<file path="src/rtl/close_onto_fault_pkg.sv">
/*
 close-onto-fault arming timer: register map, field layout, reset values,
 time constants and state encodings.
 assumes a 25 MHz system clock and a 32-bit classic wishbone register bus.
*/
package close_onto_fault_pkg;

   // widths
   localparam int FN_W  = 8;
   localparam int NGRP  = 8;
   localparam int LOG_N = 12;
   localparam int TW    = 21;

   // time base: window lengths and timestamps count milliseconds
   localparam int CLK_NS   = 40;
   localparam int MS_NS    = 1000000;
   localparam int TICK_CYC = MS_NS / CLK_NS;

   localparam logic [TW-1:0] WLEN_RST = 21'h0003e8;
   localparam logic [TW-1:0] WLEN_MAX = 21'h1b7740;
   localparam logic [1:0]    EVSEL_RST = 2'h3;

   // register byte offsets
   localparam logic [7:0] A_CTRL     = 8'h00;
   localparam logic [7:0] A_GROUP    = 8'h04;
   localparam logic [7:0] A_STATUS   = 8'h08;
   localparam logic [7:0] A_EV_STS   = 8'h0c;
   localparam logic [7:0] A_EV_MSK   = 8'h10;
   localparam logic [7:0] A_TIME     = 8'h14;
   localparam logic [7:0] A_LAST     = 8'h18;
   localparam logic [7:0] A_LAST_T   = 8'h1c;
   localparam logic [7:0] A_CNT_CLR  = 8'h20;
   localparam logic [7:0] A_CNT0     = 8'h24;
   localparam logic [7:0] A_LOG_SEL  = 8'h34;
   localparam logic [7:0] A_LOG_T    = 8'h38;
   localparam logic [7:0] A_LOG_REM  = 8'h3c;
   localparam logic [7:0] A_LOG_ELA  = 8'h40;
   localparam logic [7:0] A_LOG_HEAD = 8'h44;
   localparam logic [7:0] A_WIN_REM  = 8'h48;
   localparam logic [7:0] A_WLEN0    = 8'h80;

   // control register fields
   localparam int F_MODE  = 0;
   localparam int F_FORCE = 4;
   localparam int F_EVSEL = 8;

   // condition flags; event bit 2k is the ON, 2k+1 the OFF of flag k
   localparam int C_INIT = 0;
   localparam int C_BLK  = 1;
   localparam int C_ACT  = 2;
   localparam int C_TRP  = 3;

   typedef enum logic [2:0] {
      M_ON = 3'h0, M_BLOCKED = 3'h1, M_TEST = 3'h2,
      M_TEST_BLK = 3'h3, M_OFF = 3'h4
   } mode_t;

   typedef enum logic [1:0] {
      F_NORMAL = 2'h0, F_BLOCKED = 2'h1, F_ACTIVE = 2'h2, F_TRIP = 2'h3
   } force_t;

   typedef enum logic [2:0] {
      S_NORMAL = 3'h0, S_INIT = 3'h1, S_ACTIVE = 3'h2,
      S_TRIP = 3'h3, S_BLOCKED = 3'h4
   } cond_t;

   typedef enum logic [1:0] {
      W_IDLE = 2'b00, W_ARMED = 2'b01, W_TRIPPED = 2'b11
   } wstate_t;

   typedef struct packed {
      logic [31:0]   stamp;
      logic [2:0]    grp;
      logic [TW-1:0] rem;
      logic [TW-1:0] ela;
   } log_t;

endpackage

</file>
<file path="src/rtl/close_onto_fault.sv">
/*
 close-onto-fault arming timer with wishbone register slave, event flags,
 counters and a twelve-entry record log.
 assumes arm, inhibit and trip-source inputs arrive asynchronously from
 pins or foreign logic; one 25 MHz clock, synchronous active-high reset.
*/
// The implementer's own choices: the placing of the registers and register access over Wishbone.
// Function
// - arm only on rising edge of arm input
// - window lasts configured length, default one second
// - trip at once on function input in window
// - trip condition is OR of function inputs
// - any arm source treated alike as edge
// - inhibit prevents window start, not a trip in an open window
// - decisions use binary inputs only
// - five operating modes, reset mode on
// - status force overrides reported condition
// - report normal, init, active, trip, blocked
// - ON/OFF events, selectable storage
// - each stored event is stamped; only the latest stored event is kept, with its time
// - clearable counters for init, blocked, active, trip
// - twelve-entry circular log on window start
// - log holds group, remaining and elapsed time
// - group change applies live to window
`timescale 1ns/1ps
`default_nettype none

module close_onto_fault #(
   parameter int TICK_CYCLES = close_onto_fault_pkg::TICK_CYC
) (
   // clock, reset, enable
   input  wire logic        clk_i,
   input  wire logic        rst_i,
   input  wire logic        ce_i,
   // wishbone slave
   input  wire logic        wb_cyc_i,
   input  wire logic        wb_stb_i,
   input  wire logic        wb_we_i,
   input  wire logic [7:0]  wb_adr_i,
   input  wire logic [3:0]  wb_sel_i,
   input  wire logic [31:0] wb_dat_i,
   output logic      [31:0] wb_dat_o,
   output logic             wb_ack_o,
   // binary inputs
   input  wire logic        arm_request_in_i,
   input  wire logic        inhibit_in_i,
   input  wire logic [close_onto_fault_pkg::FN_W-1:0] trip_source_in_i,
   // outputs
   output logic             window_open_out_o,
   output logic             instant_trip_out_o,
   output logic             irq_o
);

   localparam int FN_W = close_onto_fault_pkg::FN_W;
   localparam int NGRP = close_onto_fault_pkg::NGRP;
   localparam int LN   = close_onto_fault_pkg::LOG_N;
   localparam int TW   = close_onto_fault_pkg::TW;
   localparam int F_MODE  = close_onto_fault_pkg::F_MODE;
   localparam int F_FORCE = close_onto_fault_pkg::F_FORCE;
   localparam int F_EVSEL = close_onto_fault_pkg::F_EVSEL;
   localparam int C_INIT  = close_onto_fault_pkg::C_INIT;
   localparam int C_BLK   = close_onto_fault_pkg::C_BLK;
   localparam int C_ACT   = close_onto_fault_pkg::C_ACT;
   localparam int C_TRP   = close_onto_fault_pkg::C_TRP;

   typedef struct packed {
      logic                                ack;
      logic [31:0]                         rdat;
      close_onto_fault_pkg::mode_t         mode;
      close_onto_fault_pkg::force_t        frc;
      logic [1:0]                          evsel;
      logic [2:0]                          grp;
      logic [NGRP-1:0][TW-1:0]             wlen;
      logic [31:0]                         tick;
      logic [31:0]                         now;
      logic                                a1;
      logic                                a2;
      logic                                ap;
      logic                                i1;
      logic                                i2;
      logic [FN_W-1:0]                     f1;
      logic [FN_W-1:0]                     f2;
      close_onto_fault_pkg::wstate_t       st;
      logic [31:0]                         wsub;
      logic [TW-1:0]                       ela;
      logic [3:0]                          lv;
      logic [7:0]                          sts;
      logic [7:0]                          msk;
      logic [2:0]                          lcode;
      logic [31:0]                         ltime;
      logic [3:0][31:0]                    cnt;
      close_onto_fault_pkg::log_t [LN-1:0] lg;
      logic [3:0]                          head;
      logic [3:0]                          fill;
      logic [3:0]                          lsel;
      logic                                irq;
      logic                                trip;
      logic                                open;
   } state_t;

   state_t s_q;
   state_t s_d;

   logic                        req;
   logic                        wr;
   logic [31:0]                 wm;
   logic [31:0]                 wv;
   logic                        ms_tick;
   logic                        en;
   logic                        blk;
   logic                        tst;
   logic                        rise;
   logic                        anyfn;
   logic                        start;
   logic                        expire;
   logic [TW-1:0]               len;
   logic [TW-1:0]               rem;
   logic [3:0]                  lvl;
   logic [3:0]                  on_e;
   logic [3:0]                  off_e;
   logic [7:0]                  ev;
   logic [3:0]                  clr;
   close_onto_fault_pkg::cond_t cond;
   close_onto_fault_pkg::cond_t shown;
   close_onto_fault_pkg::log_t  lsel_e;

   always_comb begin
      s_d = s_q;

      // bus decode; writes land on the edge that raises ack
      req = wb_cyc_i & wb_stb_i & ~s_q.ack;
      wr  = req & wb_we_i;
      wm  = {{8{wb_sel_i[3]}}, {8{wb_sel_i[2]}},
             {8{wb_sel_i[1]}}, {8{wb_sel_i[0]}}};
      wv  = wb_dat_i & wm;

      // millisecond time base for stamps; the window timer keeps its own sub-count
      ms_tick   = (s_q.tick == 32'(TICK_CYCLES - 1));
      s_d.tick  = ms_tick ? 32'h0 : s_q.tick + 32'h1;
      s_d.now   = s_q.now + {31'h0, ms_tick};

      // two-flop synchronisers; only the second stage is used
      s_d.a1 = arm_request_in_i;
      s_d.a2 = s_q.a1;
      s_d.ap = s_q.a2;
      s_d.i1 = inhibit_in_i;
      s_d.i2 = s_q.i1;
      s_d.f1 = trip_source_in_i;
      s_d.f2 = s_q.f1;

      en  = (s_q.mode != close_onto_fault_pkg::M_OFF);
      tst = (s_q.mode == close_onto_fault_pkg::M_TEST) ||
            (s_q.mode == close_onto_fault_pkg::M_TEST_BLK);
      blk = en & (s_q.i2 ||
            (s_q.mode == close_onto_fault_pkg::M_BLOCKED) ||
            (s_q.mode == close_onto_fault_pkg::M_TEST_BLK));

      rise  = s_q.a2 & ~s_q.ap;
      anyfn = |s_q.f2;
      start = rise & en & ~blk;

      len    = s_q.wlen[s_q.grp];
      expire = (s_q.st != close_onto_fault_pkg::W_IDLE) &&
               (s_q.ela >= len);
      rem    = (s_q.ela < len) ? len - s_q.ela : '0;

      // window timer counts in whole milliseconds from the arming edge
      if (s_q.st != close_onto_fault_pkg::W_IDLE) begin
         if (s_q.wsub == 32'(TICK_CYCLES - 1)) begin
            s_d.wsub = 32'h0;
            if (s_q.ela != '1)
               s_d.ela = s_q.ela + 21'h1;
         end else begin
            s_d.wsub = s_q.wsub + 32'h1;
         end
      end

      // record the window as it stood just before the new start
      lsel_e.stamp = s_q.now;
      lsel_e.grp   = s_q.grp;
      lsel_e.rem   = (s_q.st == close_onto_fault_pkg::W_IDLE) ? len : rem;
      lsel_e.ela   = (s_q.st == close_onto_fault_pkg::W_IDLE) ? '0 : s_q.ela;

      if (!en) begin
         s_d.st = close_onto_fault_pkg::W_IDLE;
      end else if (start) begin
         s_d.st   = close_onto_fault_pkg::W_ARMED;
         s_d.ela  = '0;
         s_d.wsub = 32'h0;
         s_d.lg[s_q.head] = lsel_e;
         s_d.head = (s_q.head == 4'(LN - 1)) ? 4'h0 : s_q.head + 4'h1;
         if (s_q.fill != 4'(LN))
            s_d.fill = s_q.fill + 4'h1;
      end else if (expire) begin
         s_d.st = close_onto_fault_pkg::W_IDLE;
      end else begin
         case (s_q.st)
            close_onto_fault_pkg::W_ARMED: begin
               if (anyfn)
                  s_d.st = close_onto_fault_pkg::W_TRIPPED;
            end
            close_onto_fault_pkg::W_TRIPPED: begin
               if (!anyfn)
                  s_d.st = close_onto_fault_pkg::W_ARMED;
            end
            default: s_d.st = close_onto_fault_pkg::W_IDLE;
         endcase
      end

      // test modes run the logic but keep it off the window and trip outputs
      s_d.open = (s_d.st != close_onto_fault_pkg::W_IDLE) & ~tst;
      s_d.trip = (s_d.st == close_onto_fault_pkg::W_TRIPPED) & ~tst;

      // condition flags and their ON/OFF edges
      lvl[C_INIT] = en & s_q.a2;
      lvl[C_BLK]  = blk;
      lvl[C_ACT]  = (s_q.st != close_onto_fault_pkg::W_IDLE);
      lvl[C_TRP]  = (s_q.st == close_onto_fault_pkg::W_TRIPPED);
      s_d.lv = lvl;
      on_e   = lvl & ~s_q.lv;
      off_e  = ~lvl & s_q.lv;
      for (int k = 0; k < 4; k++) begin
         ev[2*k]   = on_e[k] & s_q.evsel[0];
         ev[2*k+1] = off_e[k] & s_q.evsel[1];
      end

      // latest stored event, highest bit wins within one cycle
      for (int k = 0; k < 8; k++) begin
         if (ev[k]) begin
            s_d.lcode = 3'(k);
            s_d.ltime = s_q.now;
         end
      end

      if (lvl[C_BLK])
         cond = close_onto_fault_pkg::S_BLOCKED;
      else if (lvl[C_TRP])
         cond = close_onto_fault_pkg::S_TRIP;
      else if (lvl[C_ACT])
         cond = close_onto_fault_pkg::S_ACTIVE;
      else if (lvl[C_INIT])
         cond = close_onto_fault_pkg::S_INIT;
      else
         cond = close_onto_fault_pkg::S_NORMAL;
      case (s_q.frc)
         close_onto_fault_pkg::F_BLOCKED:
            shown = close_onto_fault_pkg::S_BLOCKED;
         close_onto_fault_pkg::F_ACTIVE:
            shown = close_onto_fault_pkg::S_ACTIVE;
         close_onto_fault_pkg::F_TRIP:
            shown = close_onto_fault_pkg::S_TRIP;
         default: shown = cond;
      endcase

      // register writes
      clr = '0;
      if (wr) begin
         if (wb_adr_i[7] && wb_adr_i[6:5] == 2'h0) begin
            s_d.wlen[wb_adr_i[4:2]] =
               ((s_q.wlen[wb_adr_i[4:2]] & ~wm[TW-1:0]) | wv[TW-1:0]) >
               close_onto_fault_pkg::WLEN_MAX ?
               close_onto_fault_pkg::WLEN_MAX :
               (s_q.wlen[wb_adr_i[4:2]] & ~wm[TW-1:0]) | wv[TW-1:0];
         end else begin
            case (wb_adr_i)
               close_onto_fault_pkg::A_CTRL: begin
                  if (wb_sel_i[0] && wb_dat_i[F_MODE+:3] <= 3'h4)
                     s_d.mode = close_onto_fault_pkg::mode_t'(
                        wb_dat_i[F_MODE+:3]);
                  if (wb_sel_i[0])
                     s_d.frc = close_onto_fault_pkg::force_t'(
                        wb_dat_i[F_FORCE+:2]);
                  if (wb_sel_i[1])
                     s_d.evsel = wb_dat_i[F_EVSEL+:2];
               end
               close_onto_fault_pkg::A_GROUP: begin
                  if (wb_sel_i[0])
                     s_d.grp = wb_dat_i[2:0];
               end
               close_onto_fault_pkg::A_EV_MSK: begin
                  if (wb_sel_i[0])
                     s_d.msk = wb_dat_i[7:0];
               end
               close_onto_fault_pkg::A_TIME: begin
                  s_d.now = (s_q.now & ~wm) | wv;
               end
               close_onto_fault_pkg::A_CNT_CLR: begin
                  clr = wv[3:0];
               end
               close_onto_fault_pkg::A_LOG_SEL: begin
                  if (wb_sel_i[0])
                     s_d.lsel = wb_dat_i[3:0];
               end
               default: ;
            endcase
         end
      end

      // counters: a clear in the same cycle as an ON still counts it
      for (int k = 0; k < 4; k++)
         s_d.cnt[k] = (clr[k] ? 32'h0 : s_q.cnt[k]) +
                      {31'h0, on_e[k]};

      // sticky flags: a new event wins over a write-one clear
      if (wr && wb_adr_i == close_onto_fault_pkg::A_EV_STS)
         s_d.sts = (s_q.sts & ~wv[7:0]) | ev;
      else
         s_d.sts = s_q.sts | ev;
      s_d.irq = |(s_d.sts & s_d.msk);

      // read data, unmapped offsets read zero
      s_d.ack = req;
      if (req) begin
         s_d.rdat = 32'h0;
         if (s_q.lsel < 4'(LN))
            lsel_e = s_q.lg[s_q.lsel];
         else
            lsel_e = '0;
         if (wb_adr_i[7] && wb_adr_i[6:5] == 2'h0) begin
            s_d.rdat[TW-1:0] = s_q.wlen[wb_adr_i[4:2]];
         end else begin
            case (wb_adr_i)
               close_onto_fault_pkg::A_CTRL: begin
                  s_d.rdat[F_MODE+:3]  = s_q.mode;
                  s_d.rdat[F_FORCE+:2] = s_q.frc;
                  s_d.rdat[F_EVSEL+:2] = s_q.evsel;
               end
               close_onto_fault_pkg::A_GROUP:
                  s_d.rdat[2:0] = s_q.grp;
               close_onto_fault_pkg::A_STATUS:
                  s_d.rdat[6:0] = {s_q.trip, s_q.open, s_q.i2, s_q.a2,
                                   shown};
               close_onto_fault_pkg::A_EV_STS:
                  s_d.rdat[7:0] = s_q.sts;
               close_onto_fault_pkg::A_EV_MSK:
                  s_d.rdat[7:0] = s_q.msk;
               close_onto_fault_pkg::A_TIME:
                  s_d.rdat = s_q.now;
               close_onto_fault_pkg::A_LAST:
                  s_d.rdat[2:0] = s_q.lcode;
               close_onto_fault_pkg::A_LAST_T:
                  s_d.rdat = s_q.ltime;
               close_onto_fault_pkg::A_LOG_SEL:
                  s_d.rdat[3:0] = s_q.lsel;
               close_onto_fault_pkg::A_LOG_T:
                  s_d.rdat = lsel_e.stamp;
               close_onto_fault_pkg::A_LOG_REM:
                  s_d.rdat = {lsel_e.grp, 8'h0, lsel_e.rem};
               close_onto_fault_pkg::A_LOG_ELA:
                  s_d.rdat[TW-1:0] = lsel_e.ela;
               close_onto_fault_pkg::A_LOG_HEAD:
                  s_d.rdat[7:0] = {s_q.fill, s_q.head};
               close_onto_fault_pkg::A_WIN_REM:
                  s_d.rdat[TW-1:0] =
                     (s_q.st == close_onto_fault_pkg::W_IDLE) ? '0 : rem;
               default: begin
                  if (wb_adr_i >= close_onto_fault_pkg::A_CNT0 &&
                      wb_adr_i < close_onto_fault_pkg::A_LOG_SEL)
                     s_d.rdat = s_q.cnt[wb_adr_i[3:2] - 2'h1];
               end
            endcase
         end
      end
   end

   always_ff @(posedge clk_i) begin
      if (rst_i) begin
         s_q       <= '0;
         s_q.evsel <= close_onto_fault_pkg::EVSEL_RST;
         s_q.wlen  <= {NGRP{close_onto_fault_pkg::WLEN_RST}};
      end else if (ce_i) begin
         s_q <= s_d;
      end
   end

   assign wb_dat_o           = s_q.rdat;
   assign wb_ack_o           = s_q.ack;
   assign window_open_out_o  = s_q.open;
   assign instant_trip_out_o = s_q.trip;
   assign irq_o              = s_q.irq;

endmodule

`default_nettype wire

</file>
<file path="config.mk">
export PLATFORM = sky130hd
export DESIGN_NAME = close_onto_fault
export DESIGN_NICKNAME = d
export VERILOG_FILES = /design/src/rtl/close_onto_fault_pkg.sv /design/src/rtl/close_onto_fault.sv
export SDC_FILE = /design/constraint.sdc
export NUM_CORES = 2
export LEC_CHECK = 0
export BUFFER_PORTS_ARGS = -buffer_cell sky130_fd_sc_hd__buf_4
export CAP_MARGIN = 5
export CORE_MARGIN = 1.5
export CORE_UTILIZATION = 59
export CTS_BUF_LIST = sky130_fd_sc_hd__clkbuf_4 sky130_fd_sc_hd__clkbuf_8
export CTS_CLUSTER_DIAMETER = 50
export CTS_CLUSTER_SIZE = 25
export DETAILED_ROUTE_END_ITERATION = 6
export GPL_TIMING_DRIVEN = 0
export PLACE_DENSITY = 0.78
export SLEW_MARGIN = 20
export SYNTH_ARGS = -nofsm -noshare
export SYNTH_HDL_FRONTEND = slang
export SYNTH_SLANG_ARGS = --single-unit
</file>
<file path="constraint.sdc">
create_clock -name clk_i -period 4.3 [get_ports clk_i]
set_input_delay 0.215 -clock clk_i [delete_from_list [all_inputs] [get_ports clk_i]]
set_output_delay 0.215 -clock clk_i [all_outputs]
set_load 0.02 [all_outputs]
</file>
==> results.json <==
{
  "status": "finished, violations left",
  "violations": "design-rule violations, negative setup slack",
  "totalWireLength_um": 303000,
  "ir_worst_vdd_mv": 0.355,
  "r2r_start": "s_q[4]$_SDFFE_PP0P_",
  "final_cells": 10000,
  "cts-root-buf": "clkbuf_8",
  "fmax_mhz": 207,
  "cts_tree": "done",
  "track_usage": 0.494,
  "core.rowCount": 125,
  "core_area_mm2": 0.116,
  "io_pins": 96,
  "synth_area_mm2": 0.0688,
  "clockBufferDepth": 3,
  "grt_pass1_vias": 62100,
  "worstRegToRegCells": 11,
  "synthCells": 8018,
  "drc": 17,
  "hold_class": "in -> reg",
  "grt-busiest-layer": "met2",
  "cp-start-kind": "flop",
  "hold_path.startpoint": "wb_dat_i[11]",
  "crit_path_end_kind": "flop",
  "dp_hpwl_um": 223000,
  "die-width_um": 344,
  "synth_top_area_cell": "dfxtp_1",
  "met1_usage": 0.635,
  "max_slew.worst_pin.slew_ns": 1.32,
  "synth_nets": 8124,
  "tns_ns": -4.99,
  "clk-insertion-delay-late_ns": 0.99,
  "dp_cells": 9632,
  "relSlewSlack": 0.110,
  "ys_ff_latch": 1473,
  "place.port_buffers": 83,
  "synth-main-ff-cell": "dfxtp_1",
  "synth_area_leaders": "dfxtp_1 (43%), mux4_2 (10%), a21oi_1 (7.8%), nand2_1 (7.0%), nor2_1 (5.7%)",
  "grt-ovfl-total": 0,
  "drv_slew": 0,
  "antenna_found_initial": 22,
  "cp.required_ns": 5.13,
  "ys_types": 98,
  "rsz0062_at_grt": "true",
  "synth-edff-count": 0,
  "cp.arrival_ns": 5.65,
  "finalSetupViolations": 62,
  "firstDrtPassIters": 7,
  "r2r_slack_ns": -0.52,
  "layout.nets": 8448,
  "ys_async_sr_fraction": 0,
  "whs_path_depth": 5,
  "fin_crit_ns": 4.82,
  "grt_max_degree": 26,
  "synthToLayoutAreaGrowth_pct": 11.6,
  "drv_cap": 0,
  "drive_gt1_frac": 0.128,
  "utilization": 0.662,
  "grt_use_met2": 0.693,
  "hold_violations": 0,
  "cp_max_fo": 10,
  "grt_pass1_wl_um": 424000,
  "reg2reg_to": "wb_dat_o[19]$_SDFFE_PP0P_",
  "ys_warn_count": 0,
  "power_leakage_nw": 25.7,
  "htree_levels": 4,
  "synthTopCellsByCount": "dfxtp_1 (1,473), nand2_1 (1,276), a21oi_1 (1,071)",
  "wl_per_cell_um": 30.2,
  "path_class": "reg -> reg",
  "start_util": 0.593,
  "yosysMostFrequentCell": "dfxtp_1",
  "synth_sequential_area_ratio": 0.429,
  "power_density_mw_per_mm2": 335,
  "grt.met3_usage": 0.172,
  "syn_avg_cell_area_um2": 8.58,
  "timing.hold.ws_ns": 0.0362,
  "drtIter0Drc": 11300,
  "drtAntennaViolNets": 0,
  "cts_buffers": 147,
  "finalCritPeriodShare": 1.12,
  "vias": 68900,
  "viasPerCell": 6.88,
  "netlist.area_leader.share": 0.429,
  "skew_ns": 0.0837,
  "cts_sinks": 1473,
  "setup_slack_ns": -0.520,
  "place_congestion": 1.09,
  "die_area_mm2": 0.119,
  "dieHeight_um": 344,
  "clkTransAtPathRegs_ns": 0.10
}
worst max path at each step:
stage | from | endpoint | slack, ns | depth (start not counted)
finish | s_q[4]$_SDFFE_PP0P_ | wb_dat_o[19]$_SDFFE_PP0P_ | -0.52 | 11
global route | s_q[1430]$_SDFFE_PP0P_ | s_q[210]$_SDFFE_PP0P_ | -0.04 | 17
CTS | s_q[1430]$_SDFFE_PP0P_ | s_q[734]$_SDFFE_PP0P_ | -0.03 | 14
detailed placement | wb_adr_i[3] | s_q[1028]$_SDFFE_PP0P_ | -2.17 | 20
global placement | s_q[1431]$_SDFFE_PP0P_ | s_q[129]$_SDFFE_PP0P_ | -2.16 | 15
floorplan | wb_adr_i[3] | s_q[1028]$_SDFFE_PP0P_ | 0.002 | 19
flip-flops by register name, summed over array words and instances, names as in the netlist, named ones only:
register and count:
instant_trip_out_o 1, irq_o 1, s_d 11, s_q 1394
wb_ack_o 1, wb_dat_o 32, window_open_out_o 1
cell type report:
| cell class | instances | area [um^2] |
|---|---|---|
| clock inverters | 101 | 1220 |
| flip-flops and latches | 1473 | 29500 |
| inverters | 59 | 230 |
| plain buffers | 749 | 3470 |
| multi-input cells | 5732 | 36500 |
| repair buffers | 180 | 1510 |
| diodes | 18 | 45.0 |
| clock buffers | 174 | 2340 |
| well taps | 1524 | 1910 |
| fillers | 9835 | 39100 |
cells by family (layout without fill, tap and decap cells):
group           after synthesis  after routing  share of synthesized area
simple gates               2926           2926                      0.180
compound gates             2052           2052                      0.176
flops                      1473           1473                      0.429
buf+inv                     813           1263                     0.0487
mux                         543            543                      0.136
xor+xnor                    165            165                     0.0210
fa+ha+maj                    46             46                    0.00848
other cells                   0             18                          0
critical path, cell delays in order, from the launching register on:
cell,delay (ns)
dfxtp_1,0.39
buf_2,0.39
buf_2,0.49
buf_2,0.49
buf_2,0.54
mux4_2,0.42
mux2i_1,0.36
nor2_1,0.16
a21oi_1,0.54
o21ai_0,0.44
a21oi_1,0.36
nor3_1,0.08
per-layer routing:
| layer | vias up | wire length [um] |
|---|---|---|
| li1 | 29000 | - |
| met1 | 33000 | 110000 |
| met2 | 5559 | 122000 |
| met3 | 1309 | 44300 |
| met4 | 20 | 25600 |
| met5 | - | 296 |
timing repair:
action,4_1_cts,5_1_grt
resized for setup,164,71
endpoints found under the hold margin,78,0
pin swaps,11,12
hold buffers,51,0
buffers inserted,19,18
endpoints found under the setup margin,322,356
cloned,1,0
where the power goes:
group          leakage (nW)  total [mW]  switching [mW]  internal (mW)
registers              11.9        13.7          0.0354           13.7
clock network          1.76        10.6            5.88           4.76
logic                  12.1        1.39            1.07          0.316
total                  25.7        25.7            6.98           18.7
layout by cell type (no fill, tap or decap), types with 66 or more instances in the layout:
cell type / netlist / routed
a211oi_1: 125 / 119
a21oi_1: 1071 / 1064
buf_1: 76 / 66
buf_4: 42 / 181
clkbuf_1: 565 / 499
clkbuf_8: 0 / 178
dfxtp_1: 1473 / 1471
mux2i_1: 184 / 183
mux4_2: 309 / 309
nand2_1: 1276 / 1276
nand3_1: 169 / 167
nor2_1: 1039 / 1036
nor3_1: 98 / 93
o21ai_0: 378 / 375
xnor2_1: 102 / 102
stage by stage:
stage / worst slack (ns) / area, um^2 / power [mW]
after floorplan: 0.00238 / 68800 / 14.6
after global placement: -2.16 / 71300 / 15.2
after detailed placement: -2.17 / 71500 / 15.3
after CTS: -0.0339 / 76300 / 25.5
after global routing: -0.0437 / 76700 / 26.1
final: -0.520 / 76700 / 25.7
(Power assumes the default switching activity.)
